$ cat config.mk
export PLATFORM = sky130hd
export DESIGN_NAME = seq_table_flash
export DESIGN_NICKNAME = d
export VERILOG_FILES = /design/src/seq_table_pkg.sv /design/src/byte_stream_if.sv /design/src/byte_fifo.sv /design/src/seq_table_flash.sv
export SDC_FILE = /design/constraint.sdc
export NUM_CORES = 1
export LEC_CHECK = 0
export BUFFER_PORTS_ARGS = -buffer_cell sky130_fd_sc_hd__buf_2
export CAP_MARGIN = 5
export CORE_MARGIN = 2
export CORE_UTILIZATION = 67
export DETAILED_ROUTE_END_ITERATION = 7
export GPL_TIMING_DRIVEN = 0
export MAX_ROUTING_LAYER = met4
export PLACE_DENSITY = 0.92
export SYNTH_ARGS = -nofsm -noshare
export SYNTH_HDL_FRONTEND = slang
export SYNTH_HIERARCHICAL = 1
export SYNTH_SLANG_ARGS = --single-unit
$ cat constraint.sdc
create_clock -name sys_clk -period 7.13 [get_ports sys_clk]
set_input_delay 1.426 -clock sys_clk [delete_from_list [all_inputs] [get_ports sys_clk]]
set_output_delay 1.426 -clock sys_clk [all_outputs]
set_load 0.05 [all_outputs]
$ cat src/seq_table_pkg.sv
`default_nettype none
package seq_table_pkg;

   // ==========================================================
   // link commands and timing
   // ==========================================================
   localparam logic [7:0] READ_PARAM_CMD  = 8'h5a;
   localparam logic [7:0] WRITE_EN_CMD    = 8'h06;
   localparam logic [7:0] MODE_WRITE_CMD  = 8'h72;
   localparam logic [7:0] MODE_VALUE      = 8'h01;
   localparam int         MODE_BIT        = 0;
   localparam logic [5:0] WRITE_EN_BITS   = 6'h08;
   localparam logic [5:0] MODE_WRITE_BITS = 6'h10;
   localparam logic [5:0] FRAME_BITS_MAX  = 6'h3f;
   localparam logic [4:0] ADDR_LAST_BIT   = 5'h17;
   localparam logic [4:0] DUMMY_LAST_BIT  = 5'h07;
   localparam logic [4:0] BYTE_LAST_BIT   = 5'h07;
   localparam logic [3:0] OUT_BITS_BYTE   = 4'h7;

   // ==========================================================
   // parameter space layout
   // ==========================================================
   localparam int          SPACE_WORDS    = 32;
   localparam logic [7:0]  BLANK_BYTE     = 8'hff;
   localparam logic [31:0] BLANK_WORD     = 32'hffffffff;
   // space signature; value is arbitrary
   localparam logic [31:0] SIGNATURE      = 32'h5a3c96e1;
   // access protocol, header count minus one, major, minor
   localparam logic [31:0] SPACE_HEADER   = 32'hff010106;
   // basic table header: nine words at byte 0x20
   localparam logic [31:0] BASIC_HDR0     = 32'h09010000;
   localparam logic [31:0] BASIC_HDR1     = 32'hff000020;
   // sequence table header: eight words at byte 0x44
   localparam logic [31:0] SEQ_HDR0       = 32'h08010009;
   localparam logic [31:0] SEQ_HDR1       = 32'hff000044;
   // basic table words; the first four keep a frozen layout
   localparam logic [31:0] BASIC_W0       = 32'hfff120e5;
   localparam logic [31:0] BASIC_W1       = 32'h00ffffff;
   localparam logic [31:0] BASIC_W2       = 32'h6b08eb44;
   localparam logic [31:0] BASIC_W3       = 32'hbb42ff08;
   // sequence words: length in top byte, then bytes in order
   localparam logic [31:0] SEQ1_W0        = {8'h01, WRITE_EN_CMD, 16'h0000};
   localparam logic [31:0] SEQ2_W0        = {8'h02, MODE_WRITE_CMD, MODE_VALUE, 8'h00};
   localparam logic [31:0] SEQ_UNUSED     = 32'h00000000;

   localparam logic [31:0] SPACE [0:SPACE_WORDS-1] = '{
      0:  SIGNATURE,
      1:  SPACE_HEADER,
      2:  BASIC_HDR0,
      3:  BASIC_HDR1,
      4:  SEQ_HDR0,
      5:  SEQ_HDR1,
      8:  BASIC_W0,
      9:  BASIC_W1,
      10: BASIC_W2,
      11: BASIC_W3,
      17: SEQ1_W0,
      18: SEQ_UNUSED,
      19: SEQ2_W0,
      20: SEQ_UNUSED,
      21: SEQ_UNUSED,
      22: SEQ_UNUSED,
      23: SEQ_UNUSED,
      24: SEQ_UNUSED,
      default: BLANK_WORD
   };

   // ==========================================================
   // frame states
   // ==========================================================
   typedef enum logic [5:0] {
      ST_CMD   = 6'b000001,
      ST_ADDR  = 6'b000010,
      ST_DUMMY = 6'b000100,
      ST_DATA  = 6'b001000,
      ST_MODE  = 6'b010000,
      ST_SKIP  = 6'b100000
   } frame_state_type;

endpackage : seq_table_pkg
`default_nettype wire
$ cat src/byte_stream_if.sv
`timescale 1ns/100ps
`default_nettype none
// ==========================================================
// valid/ready byte stream
// ==========================================================
interface byte_stream_if #(parameter int WIDTH = 8);
   logic [WIDTH-1:0] data;
   logic             valid;
   logic             ready;
   modport source (output data, output valid, input ready);
   modport sink   (input data, input valid, output ready);
endinterface : byte_stream_if
`default_nettype wire

$ cat src/byte_fifo.sv
`timescale 1ns/100ps
`default_nettype none
// ==========================================================
// small flop buffer between fetch and shifter
// ==========================================================
module byte_fifo #(
   parameter int WIDTH = 8,
   parameter int DEPTH = 2
) (
   // clock, reset and flush
   input  wire logic   sys_clk,
   input  wire logic   reset,
   input  wire logic   flush,
   // streams
   byte_stream_if.sink   inPort,
   byte_stream_if.source outPort
);
   localparam int PW = $clog2(DEPTH);

   logic [WIDTH-1:0] store [0:DEPTH-1];
   logic [PW-1:0]    readPtr;
   logic [PW-1:0]    writePtr;
   logic [PW:0]      count;
   logic [PW-1:0]    next_readPtr;
   logic [PW-1:0]    next_writePtr;
   logic [PW:0]      next_count;
   logic             push;
   logic             pop;

   assign inPort.ready  = (count != (PW + 1)'(DEPTH));
   assign outPort.valid = (count != '0);
   assign outPort.data  = store[readPtr];
   assign push          = inPort.valid & inPort.ready;
   assign pop           = outPort.valid & outPort.ready;

   // pointers wrap at depth; flush drops everything buffered
   always_comb begin
      next_readPtr  = readPtr;
      next_writePtr = writePtr;
      next_count    = count;
      if (flush) begin
         next_readPtr  = '0;
         next_writePtr = '0;
         next_count    = '0;
      end else begin
         if (push)
            next_writePtr = (writePtr == PW'(DEPTH - 1)) ? '0 : writePtr + 1'b1;
         if (pop)
            next_readPtr = (readPtr == PW'(DEPTH - 1)) ? '0 : readPtr + 1'b1;
         next_count = count + (PW + 1)'(push) - (PW + 1)'(pop);
      end
   end

   always_ff @(posedge sys_clk) begin
      if (reset) begin
         readPtr  <= '0;
         writePtr <= '0;
         count    <= '0;
      end else begin
         readPtr  <= next_readPtr;
         writePtr <= next_writePtr;
         count    <= next_count;
      end
   end

   // storage needs no reset; count guards it
   always_ff @(posedge sys_clk) begin
      if (push && !flush)
         store[writePtr] <= inPort.data;
   end

endmodule : byte_fifo
`default_nettype wire

$ cat src/seq_table_flash.sv
`timescale 1ns/100ps
`default_nettype none
module seq_table_flash
   import seq_table_pkg::*;
#(
   parameter int FIFO_DEPTH = 2
) (
   // clock and reset
   input  wire logic sys_clk,
   input  wire logic reset,
   // serial link pins
   input  wire logic linkClk,
   input  wire logic chipSelect_n,
   input  wire logic serialIn,
   output logic      serialOut,
   output logic      serialOutEnable,
   // mode status
   output logic      quadDoubleRateMode
);

   // ==========================================================
   // pin synchronisers
   // ==========================================================
   logic sckMeta, sckSync, sckLast;
   logic csMeta, csSync, csLast;
   logic siMeta, siSync;

   always_ff @(posedge sys_clk) begin
      if (reset) begin
         sckMeta <= 1'b0;
         sckSync <= 1'b0;
         sckLast <= 1'b0;
         csMeta  <= 1'b1;
         csSync  <= 1'b1;
         csLast  <= 1'b1;
         siMeta  <= 1'b0;
         siSync  <= 1'b0;
      end else begin
         sckMeta <= linkClk;
         sckSync <= sckMeta;
         sckLast <= sckSync;
         csMeta  <= chipSelect_n;
         csSync  <= csMeta;
         csLast  <= csSync;
         siMeta  <= serialIn;
         siSync  <= siMeta;
      end
   end

   logic sckRise, sckFall, frameEnd, inFrame;
   assign sckRise  = sckSync & ~sckLast;
   assign sckFall  = ~sckSync & sckLast;
   assign frameEnd = csSync & ~csLast;
   assign inFrame  = ~csSync;

   // ==========================================================
   // parameter space lookup
   // ==========================================================
   // little-endian bytes within each word; past the space reads blank
   function automatic logic [7:0] byteAt(input logic [23:0] addr);
      logic [21:0] word;
      word = addr[23:2];
      if (word < 22'(SPACE_WORDS))
         byteAt = SPACE[word[4:0]][{addr[1:0], 3'b000} +: 8];
      else
         byteAt = BLANK_BYTE;
   endfunction : byteAt

   // ==========================================================
   // output buffer
   // ==========================================================
   byte_stream_if #(.WIDTH(8)) fetchStream ();
   byte_stream_if #(.WIDTH(8)) shiftStream ();

   byte_fifo #(
      .WIDTH (8),
      .DEPTH (FIFO_DEPTH)
   ) outBuffer (
      .sys_clk (sys_clk),
      .reset   (reset),
      .flush   (frameEnd),
      .inPort  (fetchStream.sink),
      .outPort (shiftStream.source)
   );

   // ==========================================================
   // frame decoder
   // ==========================================================
   frame_state_type state, next_state;
   logic [4:0]  bitCount, next_bitCount;
   logic [7:0]  shiftIn, next_shiftIn;
   logic [7:0]  opcode, next_opcode;
   logic [7:0]  modeByte, next_modeByte;
   logic [5:0]  frameBits, next_frameBits;
   logic [23:0] fetchAddr, next_fetchAddr;
   logic        writeEnabled, next_writeEnabled;
   logic        next_quadDoubleRateMode;

   // fetch runs ahead through dummy clocks so the first byte is ready
   assign fetchStream.valid = inFrame & ((state == ST_DUMMY) | (state == ST_DATA));
   assign fetchStream.data  = byteAt(fetchAddr);

   always_comb begin
      next_state              = state;
      next_bitCount           = bitCount;
      next_shiftIn            = shiftIn;
      next_opcode             = opcode;
      next_modeByte           = modeByte;
      next_frameBits          = frameBits;
      next_fetchAddr          = fetchAddr;
      next_writeEnabled       = writeEnabled;
      next_quadDoubleRateMode = quadDoubleRateMode;
      // address simply wraps; no table size is assumed
      if (fetchStream.valid && fetchStream.ready)
         next_fetchAddr = fetchAddr + 24'h000001;
      if (frameEnd) begin
         // a command counts only with exactly its own clock count
         if (opcode == WRITE_EN_CMD && frameBits == WRITE_EN_BITS)
            next_writeEnabled = 1'b1;
         if (opcode == MODE_WRITE_CMD && frameBits == MODE_WRITE_BITS && writeEnabled) begin
            next_quadDoubleRateMode = modeByte[MODE_BIT];
            next_writeEnabled       = 1'b0;
         end
      end
      if (!inFrame) begin
         next_state     = ST_CMD;
         next_bitCount  = '0;
         next_frameBits = '0;
         next_opcode    = '0;
      end else if (sckRise) begin
         if (frameBits != FRAME_BITS_MAX)
            next_frameBits = frameBits + 6'h01;
         next_shiftIn  = {shiftIn[6:0], siSync};
         next_bitCount = bitCount + 5'h01;
         case (state)
            ST_CMD: begin
               if (bitCount == BYTE_LAST_BIT) begin
                  next_opcode   = {shiftIn[6:0], siSync};
                  next_bitCount = '0;
                  if ({shiftIn[6:0], siSync} == READ_PARAM_CMD)
                     next_state = ST_ADDR;
                  else if ({shiftIn[6:0], siSync} == MODE_WRITE_CMD)
                     next_state = ST_MODE;
                  else
                     next_state = ST_SKIP;
               end
            end
            ST_ADDR: begin
               next_fetchAddr = {fetchAddr[22:0], siSync};
               if (bitCount == ADDR_LAST_BIT) begin
                  next_bitCount = '0;
                  next_state    = ST_DUMMY;
               end
            end
            ST_DUMMY: begin
               if (bitCount == DUMMY_LAST_BIT) begin
                  next_bitCount = '0;
                  next_state    = ST_DATA;
               end
            end
            ST_MODE: begin
               if (bitCount == BYTE_LAST_BIT) begin
                  next_modeByte = {shiftIn[6:0], siSync};
                  next_state    = ST_SKIP;
               end
            end
            default: begin
               next_bitCount = bitCount;
            end
         endcase
      end
   end

   always_ff @(posedge sys_clk) begin
      if (reset) begin
         state              <= ST_CMD;
         bitCount           <= '0;
         shiftIn            <= '0;
         opcode             <= '0;
         modeByte           <= '0;
         frameBits          <= '0;
         fetchAddr          <= '0;
         writeEnabled       <= 1'b0;
         quadDoubleRateMode <= 1'b0;
      end else begin
         state              <= next_state;
         bitCount           <= next_bitCount;
         shiftIn            <= next_shiftIn;
         opcode             <= next_opcode;
         modeByte           <= next_modeByte;
         frameBits          <= next_frameBits;
         fetchAddr          <= next_fetchAddr;
         writeEnabled       <= next_writeEnabled;
         quadDoubleRateMode <= next_quadDoubleRateMode;
      end
   end

   // ==========================================================
   // data shifter
   // ==========================================================
   logic [7:0] outShift, next_outShift;
   logic [3:0] outBits, next_outBits;
   logic       next_serialOut, next_serialOutEnable;
   logic       loadByte;

   // new byte on the falling edge after the previous one ran out
   assign loadByte          = inFrame & sckFall & (state == ST_DATA) & (outBits == '0);
   assign shiftStream.ready = loadByte;

   always_comb begin
      next_outShift        = outShift;
      next_outBits         = outBits;
      next_serialOut       = serialOut;
      next_serialOutEnable = serialOutEnable;
      if (!inFrame) begin
         next_outBits         = '0;
         next_serialOutEnable = 1'b0;
      end else if (sckFall && state == ST_DATA) begin
         next_serialOutEnable = 1'b1;
         if (outBits == '0) begin
            // an empty buffer here would mean a link far too fast
            next_serialOut = shiftStream.valid ? shiftStream.data[7] : BLANK_BYTE[7];
            next_outShift  = {shiftStream.data[6:0], 1'b0};
            next_outBits   = OUT_BITS_BYTE;
         end else begin
            next_serialOut = outShift[7];
            next_outShift  = {outShift[6:0], 1'b0};
            next_outBits   = outBits - 4'h1;
         end
      end
   end

   always_ff @(posedge sys_clk) begin
      if (reset) begin
         outShift        <= '0;
         outBits         <= '0;
         serialOut       <= 1'b0;
         serialOutEnable <= 1'b0;
      end else begin
         outShift        <= next_outShift;
         outBits         <= next_outBits;
         serialOut       <= next_serialOut;
         serialOutEnable <= next_serialOutEnable;
      end
   end

endmodule : seq_table_flash
`default_nettype wire

==> results.cfg, run 1 <==
[outcome]
outcome = finished clean

[synth]
syn_area_per_cell_um2 = 8.70
synth_cell_types = 70
syn-num-nets = 666
async_flop_share = 0
yosysWarnings = 6
synth_edf_count = 16
ys_seq_area_frac = 0.387
synth_cells = 647
synth_ff_type = dfxtp_1
synth_seq_cells = 101
syn-cell-area_um2 = 5630

[timing]
finalSetupTns_ps = 0
skew_ps = 14.5
fin_ws_ps = 4020
timing.final.crit_share = 0.437
hold_viol = 0
setup_viol = 0
fmax_ghz = 0.321
relSlewSlack = 0.131
hold_slack_ps = 437
slew_viol_final = 0
fin_crit_ps = 3110
rsz0062_at_grt = false
worstMarginPinSlew_ps = 1300

[placed_design]
dp_cells = 759
io_buffers = 7
pre_cts_ws_ps = 3870
dpl_cell_area_um2 = 5800
gp_congestion = 1.01
hpwl_um = 10200

[route]
drtIter0Drc = 348
via_count = 5157
via_per_inst = 6.64
wl_per_cell_um = 18.3
drtPass1Iterations = 5
drt.antenna.violating_nets = 0
drc_errors = 0
routed_wl_um = 14200

[clock_network]
cts_root_buf = clkbuf_8
cts_resized = 0
cts_made_buffers = 9
cts_hold_buf = 0
cts_tree = yes
clk_latency_ps = 370
cts-htree-levels = 3
cts_sinks = 101
cts_setup_buffers = 0
cts_max_path_buffers = 2
clkTransAtPathRegs_ps = 110

[power_and_ir_drop]
leakagePower_nw = 2.16
netSwitchingFraction = 0.244
seq_power_share = 0.610
power_switching_mw = 0.232
internal-power_mw = 0.718
total_power_mw = 0.951
powerDensity_nw_per_um2 = 158
ir_worst_vdd_mv = 0.232
combPwrFrac = 0.017
clkPwrFrac = 0.373

[critical_path]
start_kind = register
cp.required_ps = 7410
arrival_ps = 3400
endpoint_kind = register
crit_fanout = 10
path_class = register to register

[global_routing]
grt_first_pass_wirelength_um = 23500
overflow = 0
grt_max_degree = 20
grt_pass1_vias = 4844
antenna_found_initial = 0
grt.total_usage = 0.337

[floorplanning]
io_pins = 8
die_area_um2 = 9150
die-height_um = 95.7
rows = 33
start_util = 0.689
core_um2 = 8180
die_x_um = 95.7

[finish]
nets = 686
syn_to_final_growth_pct = 6.55
post-route-cell-area_um2 = 6000
final_util = 0.734
drive_gt1_frac = 0.0923
stdcell_count = 777
n_antenna_cell = 0

[flow_run]
maxCapViolCount = 0

[hold_path]
worstHoldPathType = register to register
==> metal layers <==
metal	global-route usage	routed length, µm	vias up
met5	-	0	-
met1	0.431	6130	2482
met4	0.101	270	0
met2	0.548	6850	226
li1	-	-	2420
met3	0.0601	928	29
==> synthesized netlist by cell type, drive strengths merged (4+ instances only) <==
cell | n | area (µm²)
or2 | 5 | 31.3
o21ai | 31 | 155
and4 | 7 | 61.3
dfxtp | 85 | 1700
nand3 | 21 | 105
edfxtp | 16 | 480
a21o | 7 | 52.6
nor4 | 17 | 121
or3 | 8 | 50.1
buf | 13 | 75.1
and2 | 9 | 56.3
a211oi | 16 | 120
inv | 18 | 67.6
clkbuf | 29 | 109
nand2b | 15 | 101
or3b | 4 | 35.0
a21oi | 37 | 185
a31oi | 9 | 56.3
nand3b | 5 | 37.5
mux2i | 32 | 320
mux2 | 10 | 113
nor3 | 20 | 100
ha | 14 | 175
nor2 | 62 | 233
nand2 | 39 | 146
o311ai | 4 | 35.0
xor2 | 7 | 68.8
o211ai | 17 | 128
xnor2 | 12 | 105
o21a | 5 | 38.8
nand4 | 15 | 109
and3 | 6 | 37.5
nor2b | 10 | 62.6
==> sequential cells by signal, indices dropped and copies added, names as in the netlist, 2 cells and up, named ones only <==
name	count
frameBits	6
state	6
fetchAddr	24
shiftIn	7
opcode	8
outBuffer/store	16
outBuffer/count	2
bitCount	5
outBits	4
outShift	7
==> worst max-delay path, stage by stage, from the launching register on <==
cell and delay, ps:
dfxtp_1 390, nor4_4 560, and2_0 210, buf_2 180
nor2b_1 170, buf_2 220, buf_6 160, and2_1 140
o21a_2 150, ha_1 220, inv_1 60, ha_1 150
xnor2_1 140, xnor2_1 110, and2_1 160
==> power by group through the flow <==
stage | registers, mW | logic (mW) | clock network, mW
after floorplan | 0.592 | 0.0101 | 0
after global placement | 0.593 | 0.0152 | 0
after detailed placement | 0.593 | 0.0158 | 0
final | 0.580 | 0.0162 | 0.355
after global routing | 0.580 | 0.0175 | 0.380
after CTS | 0.580 | 0.0159 | 0.354
==> area by class of cell <==
class	count	area, µm²
repair buffers	9	47.5
well taps	105	131
clock inverters	7	66.3
multi-input cells	484	3190
inverters	20	75.1
clock buffers	9	124
fillers	615	2170
plain buffers	42	184
flip-flops and latches	101	2180
==> cell families (layout without fill, tap and decap cells) <==
logic type,count (synthesis),count (layout),share of synthesized area
simple gates,258,258,0.252
compound gates,151,151,0.176
flops,101,101,0.387
buf+inv,62,87,0.0460
mux,42,42,0.0769
xor+xnor,19,19,0.0309
fa+ha+maj,14,14,0.0311
==> cells in the final DEF (no fill, tap or decap), drive strengths merged, types with 12 or more instances in the layout <==
master  Yosys  layout
a21oi      37      37
xnor2      12      12
nand3      21      21
nand4      15      15
ha         14      14
dfxtp      85      85
buf        13      20
nand2      39      39
mux2i      32      32
nor4       17      17
nor2       62      62
a211oi     16      16
clkbuf     29      40
o211ai     17      17
nor3       20      20
edfxtp     16      16
o21ai      31      31
inv        18      22
nand2b     15      15
==> path summary, 6_finish.rpt <==
path | startpoint | to | slack [ps] | cells after the start
min reg2reg | csMeta | csSync | 440 | 1
max reg2reg | state[0] | outBuffer/count[1] | 4020 | 14
max | state[0] | outBuffer/count[1] | 4020 | 14
min | csMeta | csSync | 440 | 1
Note: power is estimated with default switching activity, not from simulation.
==> run 2: changes to the inputs <==
--- a/config.mk
+++ b/config.mk
@@ -5,14 +5,15 @@
 export SDC_FILE = /design/constraint.sdc
 export NUM_CORES = 1
 export LEC_CHECK = 0
+export ABC_AREA = 1
 export BUFFER_PORTS_ARGS = -buffer_cell sky130_fd_sc_hd__buf_2
 export CAP_MARGIN = 5
 export CORE_MARGIN = 2
-export CORE_UTILIZATION = 67
+export CORE_UTILIZATION = 58
 export DETAILED_ROUTE_END_ITERATION = 7
 export GPL_TIMING_DRIVEN = 0
 export MAX_ROUTING_LAYER = met4
-export PLACE_DENSITY = 0.92
+export PLACE_DENSITY = 0.85
 export SYNTH_ARGS = -nofsm -noshare
 export SYNTH_HDL_FRONTEND = slang
 export SYNTH_HIERARCHICAL = 1
==> constraint.sdc (replaced) <==
create_clock -name sys_clk -period 2.5 [get_ports sys_clk]
set_input_delay 0.5 -clock sys_clk [delete_from_list [all_inputs] [get_ports sys_clk]]
set_output_delay 0.5 -clock sys_clk [all_outputs]
set_load 0.05 [all_outputs]
==> run 2 against run 1 <==
Utilization fell by 8.8 points. Worst setup slack got worse by 3800 ps. First-iteration DRC count rose by 36%. Critical path type unchanged. Register-to-register slack got worse by 3800 ps. Area after synthesis rose by 10%. Die area rose by 26%.
==> results.cfg, run 2 <==
[critical_path]
cpMostUsedCell = nor2_4
endpoint_kind = register
path_cells = nor2_4 > nand4_4 > nor2_4 > inv_4 > nor3_4 > inv_1 > nor2_4 > ha_1 > inv_1 > ha_1 > nand2_1 > a21oi_1 > nor2_1
r2r_end = outBuffer/count[1]
cp.required_ps = 2790
arrival_ps = 2590
path_class = register to register
ff2ff_setup_slack_ps = 190
critPathMaxStageDelay_ps = 390
cp_slowest_cell = dfxtp_1
start_kind = register
rr_startpoint = state[1]
crit_fanout = 5
reg2reg_depth = 13
worstSetupStartpoint = state[1]

[route]
route.met3.wl_um = 863
drt.antenna.violating_nets = 0
drtIter0Drc = 475
met2WireLength_um = 6910
routed_wl_um = 14400
drtPass1Iterations = 5
wl_met1_um = 6430
maxUsedRoutingLayer = met4
via_count = 5922
drc_errors = 0
via_per_inst = 5.42
wl_per_cell_um = 13.2

[outcome]
outcome = finished clean

[global_routing]
grt_max_degree = 19
grt_first_pass_wirelength_um = 24700
antenna_found_initial = 0
grt_pass1_vias = 5516
overflow = 0
grt.total_usage = 0.272

[clock_network]
clk_latency_ps = 390
cts_tree = yes
clkTransAtPathRegs_ps = 100
cts_sinks = 101
cts_max_path_buffers = 2
cts_hold_buf = 0
cts-htree-levels = 3
cts_root_buf = clkbuf_8
cts_made_buffers = 9

[timing]
worstMarginPinSlew_ps = 652
fin_ws_ps = 195
relSlewSlack = 0.563
fin_crit_ps = 2310
skew_ps = 12.1
timing.final.crit_share = 0.922
setup_viol = 0
fmax_ghz = 0.434
hold_viol = 0
finalSetupTns_ps = 0
slew_viol_final = 0

[floorplanning]
start_util = 0.600
rows = 37
die-height_um = 108
die_x_um = 108
core_um2 = 10400
io_pins = 8
die_area_um2 = 11600

[finish]
n_antenna_cell = 0
largest_reg_flops = 24
stdcell_count = 1092
final_util = 0.646
fillers = 944
regMostFlops = fetchAddr
most-common-layout-cells = nand2_1, inv_1, nor2_1
reg_top3 = fetchAddr (24), outBuffer/store (16), opcode (8)
drive_gt1_frac = 0.111
syn_to_final_growth_pct = 7.67
nets = 970
final_common_cell = nand2_1

[synth]
syn-num-nets = 946
synth_ff_type = dfxtp_1
yosysMostFrequentCell = nand2_1
ys_seq_area_frac = 0.351
syn_area_per_cell_um2 = 6.71
synth_common_cells = nand2_1, inv_1, nor2_1, dfxtp_1, nand3_1
async_flop_share = 0
synth_top_cell_by_area = dfxtp_1
synth_cells = 927
yosysWarnings = 6
syn-cell-area_um2 = 6220
synth_seq_cells = 101
synth_cell_types = 45
synth_edf_count = 16
synth_area_leaders = dfxtp_1, nand2_1, edfxtp_1, inv_1, nor2_1
synth_top_area_share = 0.274

[power_and_ir_drop]
powerDensity_nw_per_um2 = 427
ir_worst_vdd_mv = 0.458
leakagePower_nw = 3.01

[hold_path]
worstHoldPathCells = 3
worstHoldStart = serialIn
worstHoldPathType = input port to register
worstHoldEndpoint = siMeta

[placed_design]
gp_congestion = 1.00
pre_cts_ws_ps = 13.1
io_buffers = 7
hpwl_um = 10400
dp_cells = 1070

[flow_run]
maxCapViolCount = 0
-- run 2: metrics by stage --
stage	power (mW)	cell area, µm²	hold slack [ps]
after global routing	2.95	6690	288
after floorplan	1.74	6220	388
after CTS	2.87	6650	301
after global placement	1.76	6420	392
after detailed placement	1.76	6420	407
final	2.86	6690	308
-- run 2: area by class of cell --
| class | instances | area, µm² | area share |
|---|---|---|---|
| multi-input cells | 677 | 3410 | 0.510 |
| clock inverters | 6 | 80.1 | 0.0120 |
| plain buffers | 26 | 163 | 0.0243 |
| repair buffers | 13 | 80.1 | 0.0120 |
| inverters | 123 | 469 | 0.0701 |
| clock buffers | 10 | 138 | 0.0206 |
| well taps | 136 | 170 | 0.0254 |
| flip-flops and latches | 101 | 2180 | 0.326 |
-- run 2: logic make-up after synthesis --
kind of cell,synth area share
adder cells (fa/ha/maj),0.0282
flip-flops,0.351
buffers and inverters,0.101
AO/OA/AOI/OAI,0.116
multiplexers,0.0145
XOR/XNOR,0.0197
AND/OR/NAND/NOR,0.370
-- run 2: critical path, delay by kind of cell (launching register included) --
kind	cells	cell delay, ps
adder cells (fa/ha/maj)	2	380
AND/OR/NAND/NOR	7	1060
flip-flops	1	390
AO/OA/AOI/OAI	1	160
buffers and inverters	3	230
-- run 2: how the worst max path moves through the flow --
stage	depth (start not counted)	end	slack (ps)
floorplan	16	outBuffer/count[1]	310
global placement	16	outBuffer/count[1]	50
detailed placement	14	outBuffer/count[1]	10
CTS	14	outBuffer/count[1]	120
global route	15	outBuffer/count[1]	-8
finish	13	outBuffer/count[1]	190
-- run 2: where the power goes --
group | leakage [nW] | internal, mW | total [mW] | switching (mW)
clock network | 0.112 | 0.511 | 1.13 | 0.619
logic | 2.05 | 0.0204 | 0.0703 | 0.0500
registers | 0.855 | 1.65 | 1.66 | 0.00603
-- run 2: metal layers --
layer | vias up | track usage
met5 | - | -
met4 | 0 | 0.0760
met3 | 24 | 0.0599
met2 | 164 | 0.460
met1 | 2719 | 0.326
li1 | 3015 | -
-- run 2: timing repair --
action / 4_1_cts / 5_1_grt
endpoints found under the setup margin: 1 / 1
buffers inserted: 0 / 6
pin swaps: 0 / 4
gates resized for setup: 1 / 1
==> run 3: changes to the inputs <==
--- a/config.mk
+++ b/config.mk
@@ -8,8 +8,10 @@
 export ABC_AREA = 1
 export BUFFER_PORTS_ARGS = -buffer_cell sky130_fd_sc_hd__buf_2
 export CAP_MARGIN = 5
+export CELL_PAD_IN_SITES_DETAIL_PLACEMENT = 1
+export CELL_PAD_IN_SITES_GLOBAL_PLACEMENT = 1
 export CORE_MARGIN = 2
-export CORE_UTILIZATION = 58
+export CORE_UTILIZATION = 42
 export DETAILED_ROUTE_END_ITERATION = 7
 export GPL_TIMING_DRIVEN = 0
 export MAX_ROUTING_LAYER = met4
==> run 3 against run 2 <==
Worst setup slack worse by 32 ps. Hold slack improved by 38 ps. Combinational power grew 5.5%. Register-to-register slack worse by 30 ps. Via count shrank 0.93%. Final area grew 1.6%. Clock-buffer cell count stayed put. First-iteration DRC count shrank 46%. Global-route usage decreased by 4.1 points. Clock power up 28%. Critical path depth stayed put. Utilization down 18 points. Critical path type unchanged. Largest power group unchanged.
==> results.cfg, run 3 (synthesis gave the netlist of run 2 again) <==
[timing]
fmax_ghz = 0.428
fin_ws_ps = 163
timing.final.crit_share = 0.935
relSlewSlack = 0.555
skew_ps = 8.85
worstMarginPinSlew_ps = 665
slew_viol_final = 0
setup_viol = 0
rsz0062_at_grt = true
hold_viol = 0
fin_crit_ps = 2340

[critical_path]
crit_fanout = 8
endpoint_kind = register
r2r_end = outBuffer/count[1]
arrival_ps = 2590
start_kind = register
ff2ff_setup_slack_ps = 160
rr_startpoint = state[5]
cp.required_ps = 2750
path_class = register to register
reg2reg_depth = 13

[floorplanning]
io_pins = 8
rows = 44
die_area_um2 = 15800
die-height_um = 126
core_um2 = 14500
die_x_um = 126
start_util = 0.429

[route]
via_per_inst = 5.17
routed_wl_um = 17100
drt.antenna.violating_nets = 0
drtIter0Drc = 258
drtPass1Iterations = 4
wl_per_cell_um = 15.0
drc_errors = 0
via_count = 5867

[clock_network]
clk_latency_ps = 360
cts_sinks = 101
cts-htree-levels = 3
cts_made_buffers = 9
cts_tree = yes
cts_root_buf = clkbuf_16
cts_max_path_buffers = 2
clkTransAtPathRegs_ps = 70
cts_hold_buf = 0

[placed_design]
gp_congestion = 0.929
io_buffers = 7
pre_cts_ws_ps = -87.4
dp_cells = 1118
hpwl_um = 12600

[flow_run]
maxCapViolCount = 0

[global_routing]
grt_first_pass_wirelength_um = 29100
grt_pass1_vias = 6019
overflow = 0
antenna_found_initial = 0
grt.total_usage = 0.230
grt_max_degree = 19

[finish]
n_antenna_cell = 0
most-common-layout-cells = nand2_1, inv_1, nor2_1
regMostFlops = fetchAddr
nets = 965
syn_to_final_growth_pct = 9.42
drive_gt1_frac = 0.107
largest_reg_flops = 24
final_common_cell = nand2_1
reg_top3 = fetchAddr (24), outBuffer/store (16), opcode (8)
stdcell_count = 1135
fillers = 1925

[hold_path]
worstHoldPathType = input port to register
worstHoldEndpoint = csMeta
worstHoldPathCells = 2
worstHoldStart = chipSelect_n

[outcome]
outcome = finished clean

[power_and_ir_drop]
powerDensity_nw_per_um2 = 467
ir_worst_vdd_mv = 0.297
leakagePower_nw = 3.02
[run 3: cell count changes in the layout (fill, tap and decap cells not counted), sizes merged]
cell,change
inv,-1
bufinv,-1
buf,-5
clkinvlp,+1
clkinv,+1
[run 3: cell type report]
class / instances / area, µm² / area share
inverters: 123 / 467 / 0.0686
well taps: 184 / 230 / 0.0338
plain buffers: 26 / 163 / 0.0239
flip-flops and latches: 101 / 2180 / 0.321
clock buffers: 10 / 250 / 0.0368
repair buffers: 8 / 42.5 / 0.00625
clock inverters: 6 / 55.1 / 0.00809
multi-input cells: 677 / 3410 / 0.502
[run 3: what timing repair did]
item                                    4_1_cts  5_1_grt
endpoints found under the setup margin        1        6
pin swaps                                     0        1
setup buffers                                 0        1
resized for setup                             1        1
cloned                                        0        0
[run 3: through the flow]
stage	setup TNS [ps]	instance area, µm²	hold slack (ps)	total power [mW]	utilization
6_report	0	6800	346	3.18	0.470
5_1_grt	-22.7	6800	345	3.29	0.470
4_1_cts	0	6790	336	3.20	0.469
3_5_place_dp	-87.4	6480	403	1.77	0.448
3_3_place_gp	0	6480	400	1.76	0.448
2_1_floorplan	0	6220	388	1.74	-
[run 3: how the worst max path moves through the flow]
stage,from,endpoint,depth (start not counted)
finish,state[5],outBuffer/count[1],13
global route,state[5],outBuffer/count[1],15
CTS,outBits[0],outBuffer/count[1],14
detailed placement,outBits[0],outBuffer/count[1],14
global placement,outBits[0],outBuffer/count[1],16
floorplan,outBits[0],outBuffer/count[1],16
[run 3: where the power goes]
group	internal (mW)	total, mW	switching (mW)	leakage (nW)
Sequential	1.65	1.66	0.00626	0.855
Clock	0.753	1.45	0.693	0.149
Combinational	0.0204	0.0742	0.0538	2.02
[run 3: critical path, stage by stage, from the launching register on]
cell and delay (ps):
dfxtp_1 350, nor2_4 240, nand4_4 190, nor2_4 260
inv_4 90, nor3_4 150, inv_1 90, nor2_4 130
ha_1 230, inv_1 50, ha_1 150, nand2_1 70
a21oi_1 160, nor2_1 60
[run 3: layer usage]
| layer | global-route usage | up-vias | wire [µm] |
|---|---|---|---|
| met5 | - | - | 0 |
| li1 | - | 3004 | - |
| met1 | 0.280 | 2777 | 7830 |
| met4 | 0.0712 | 0 | 206 |
| met3 | 0.0302 | 16 | 397 |
| met2 | 0.398 | 70 | 8620 |
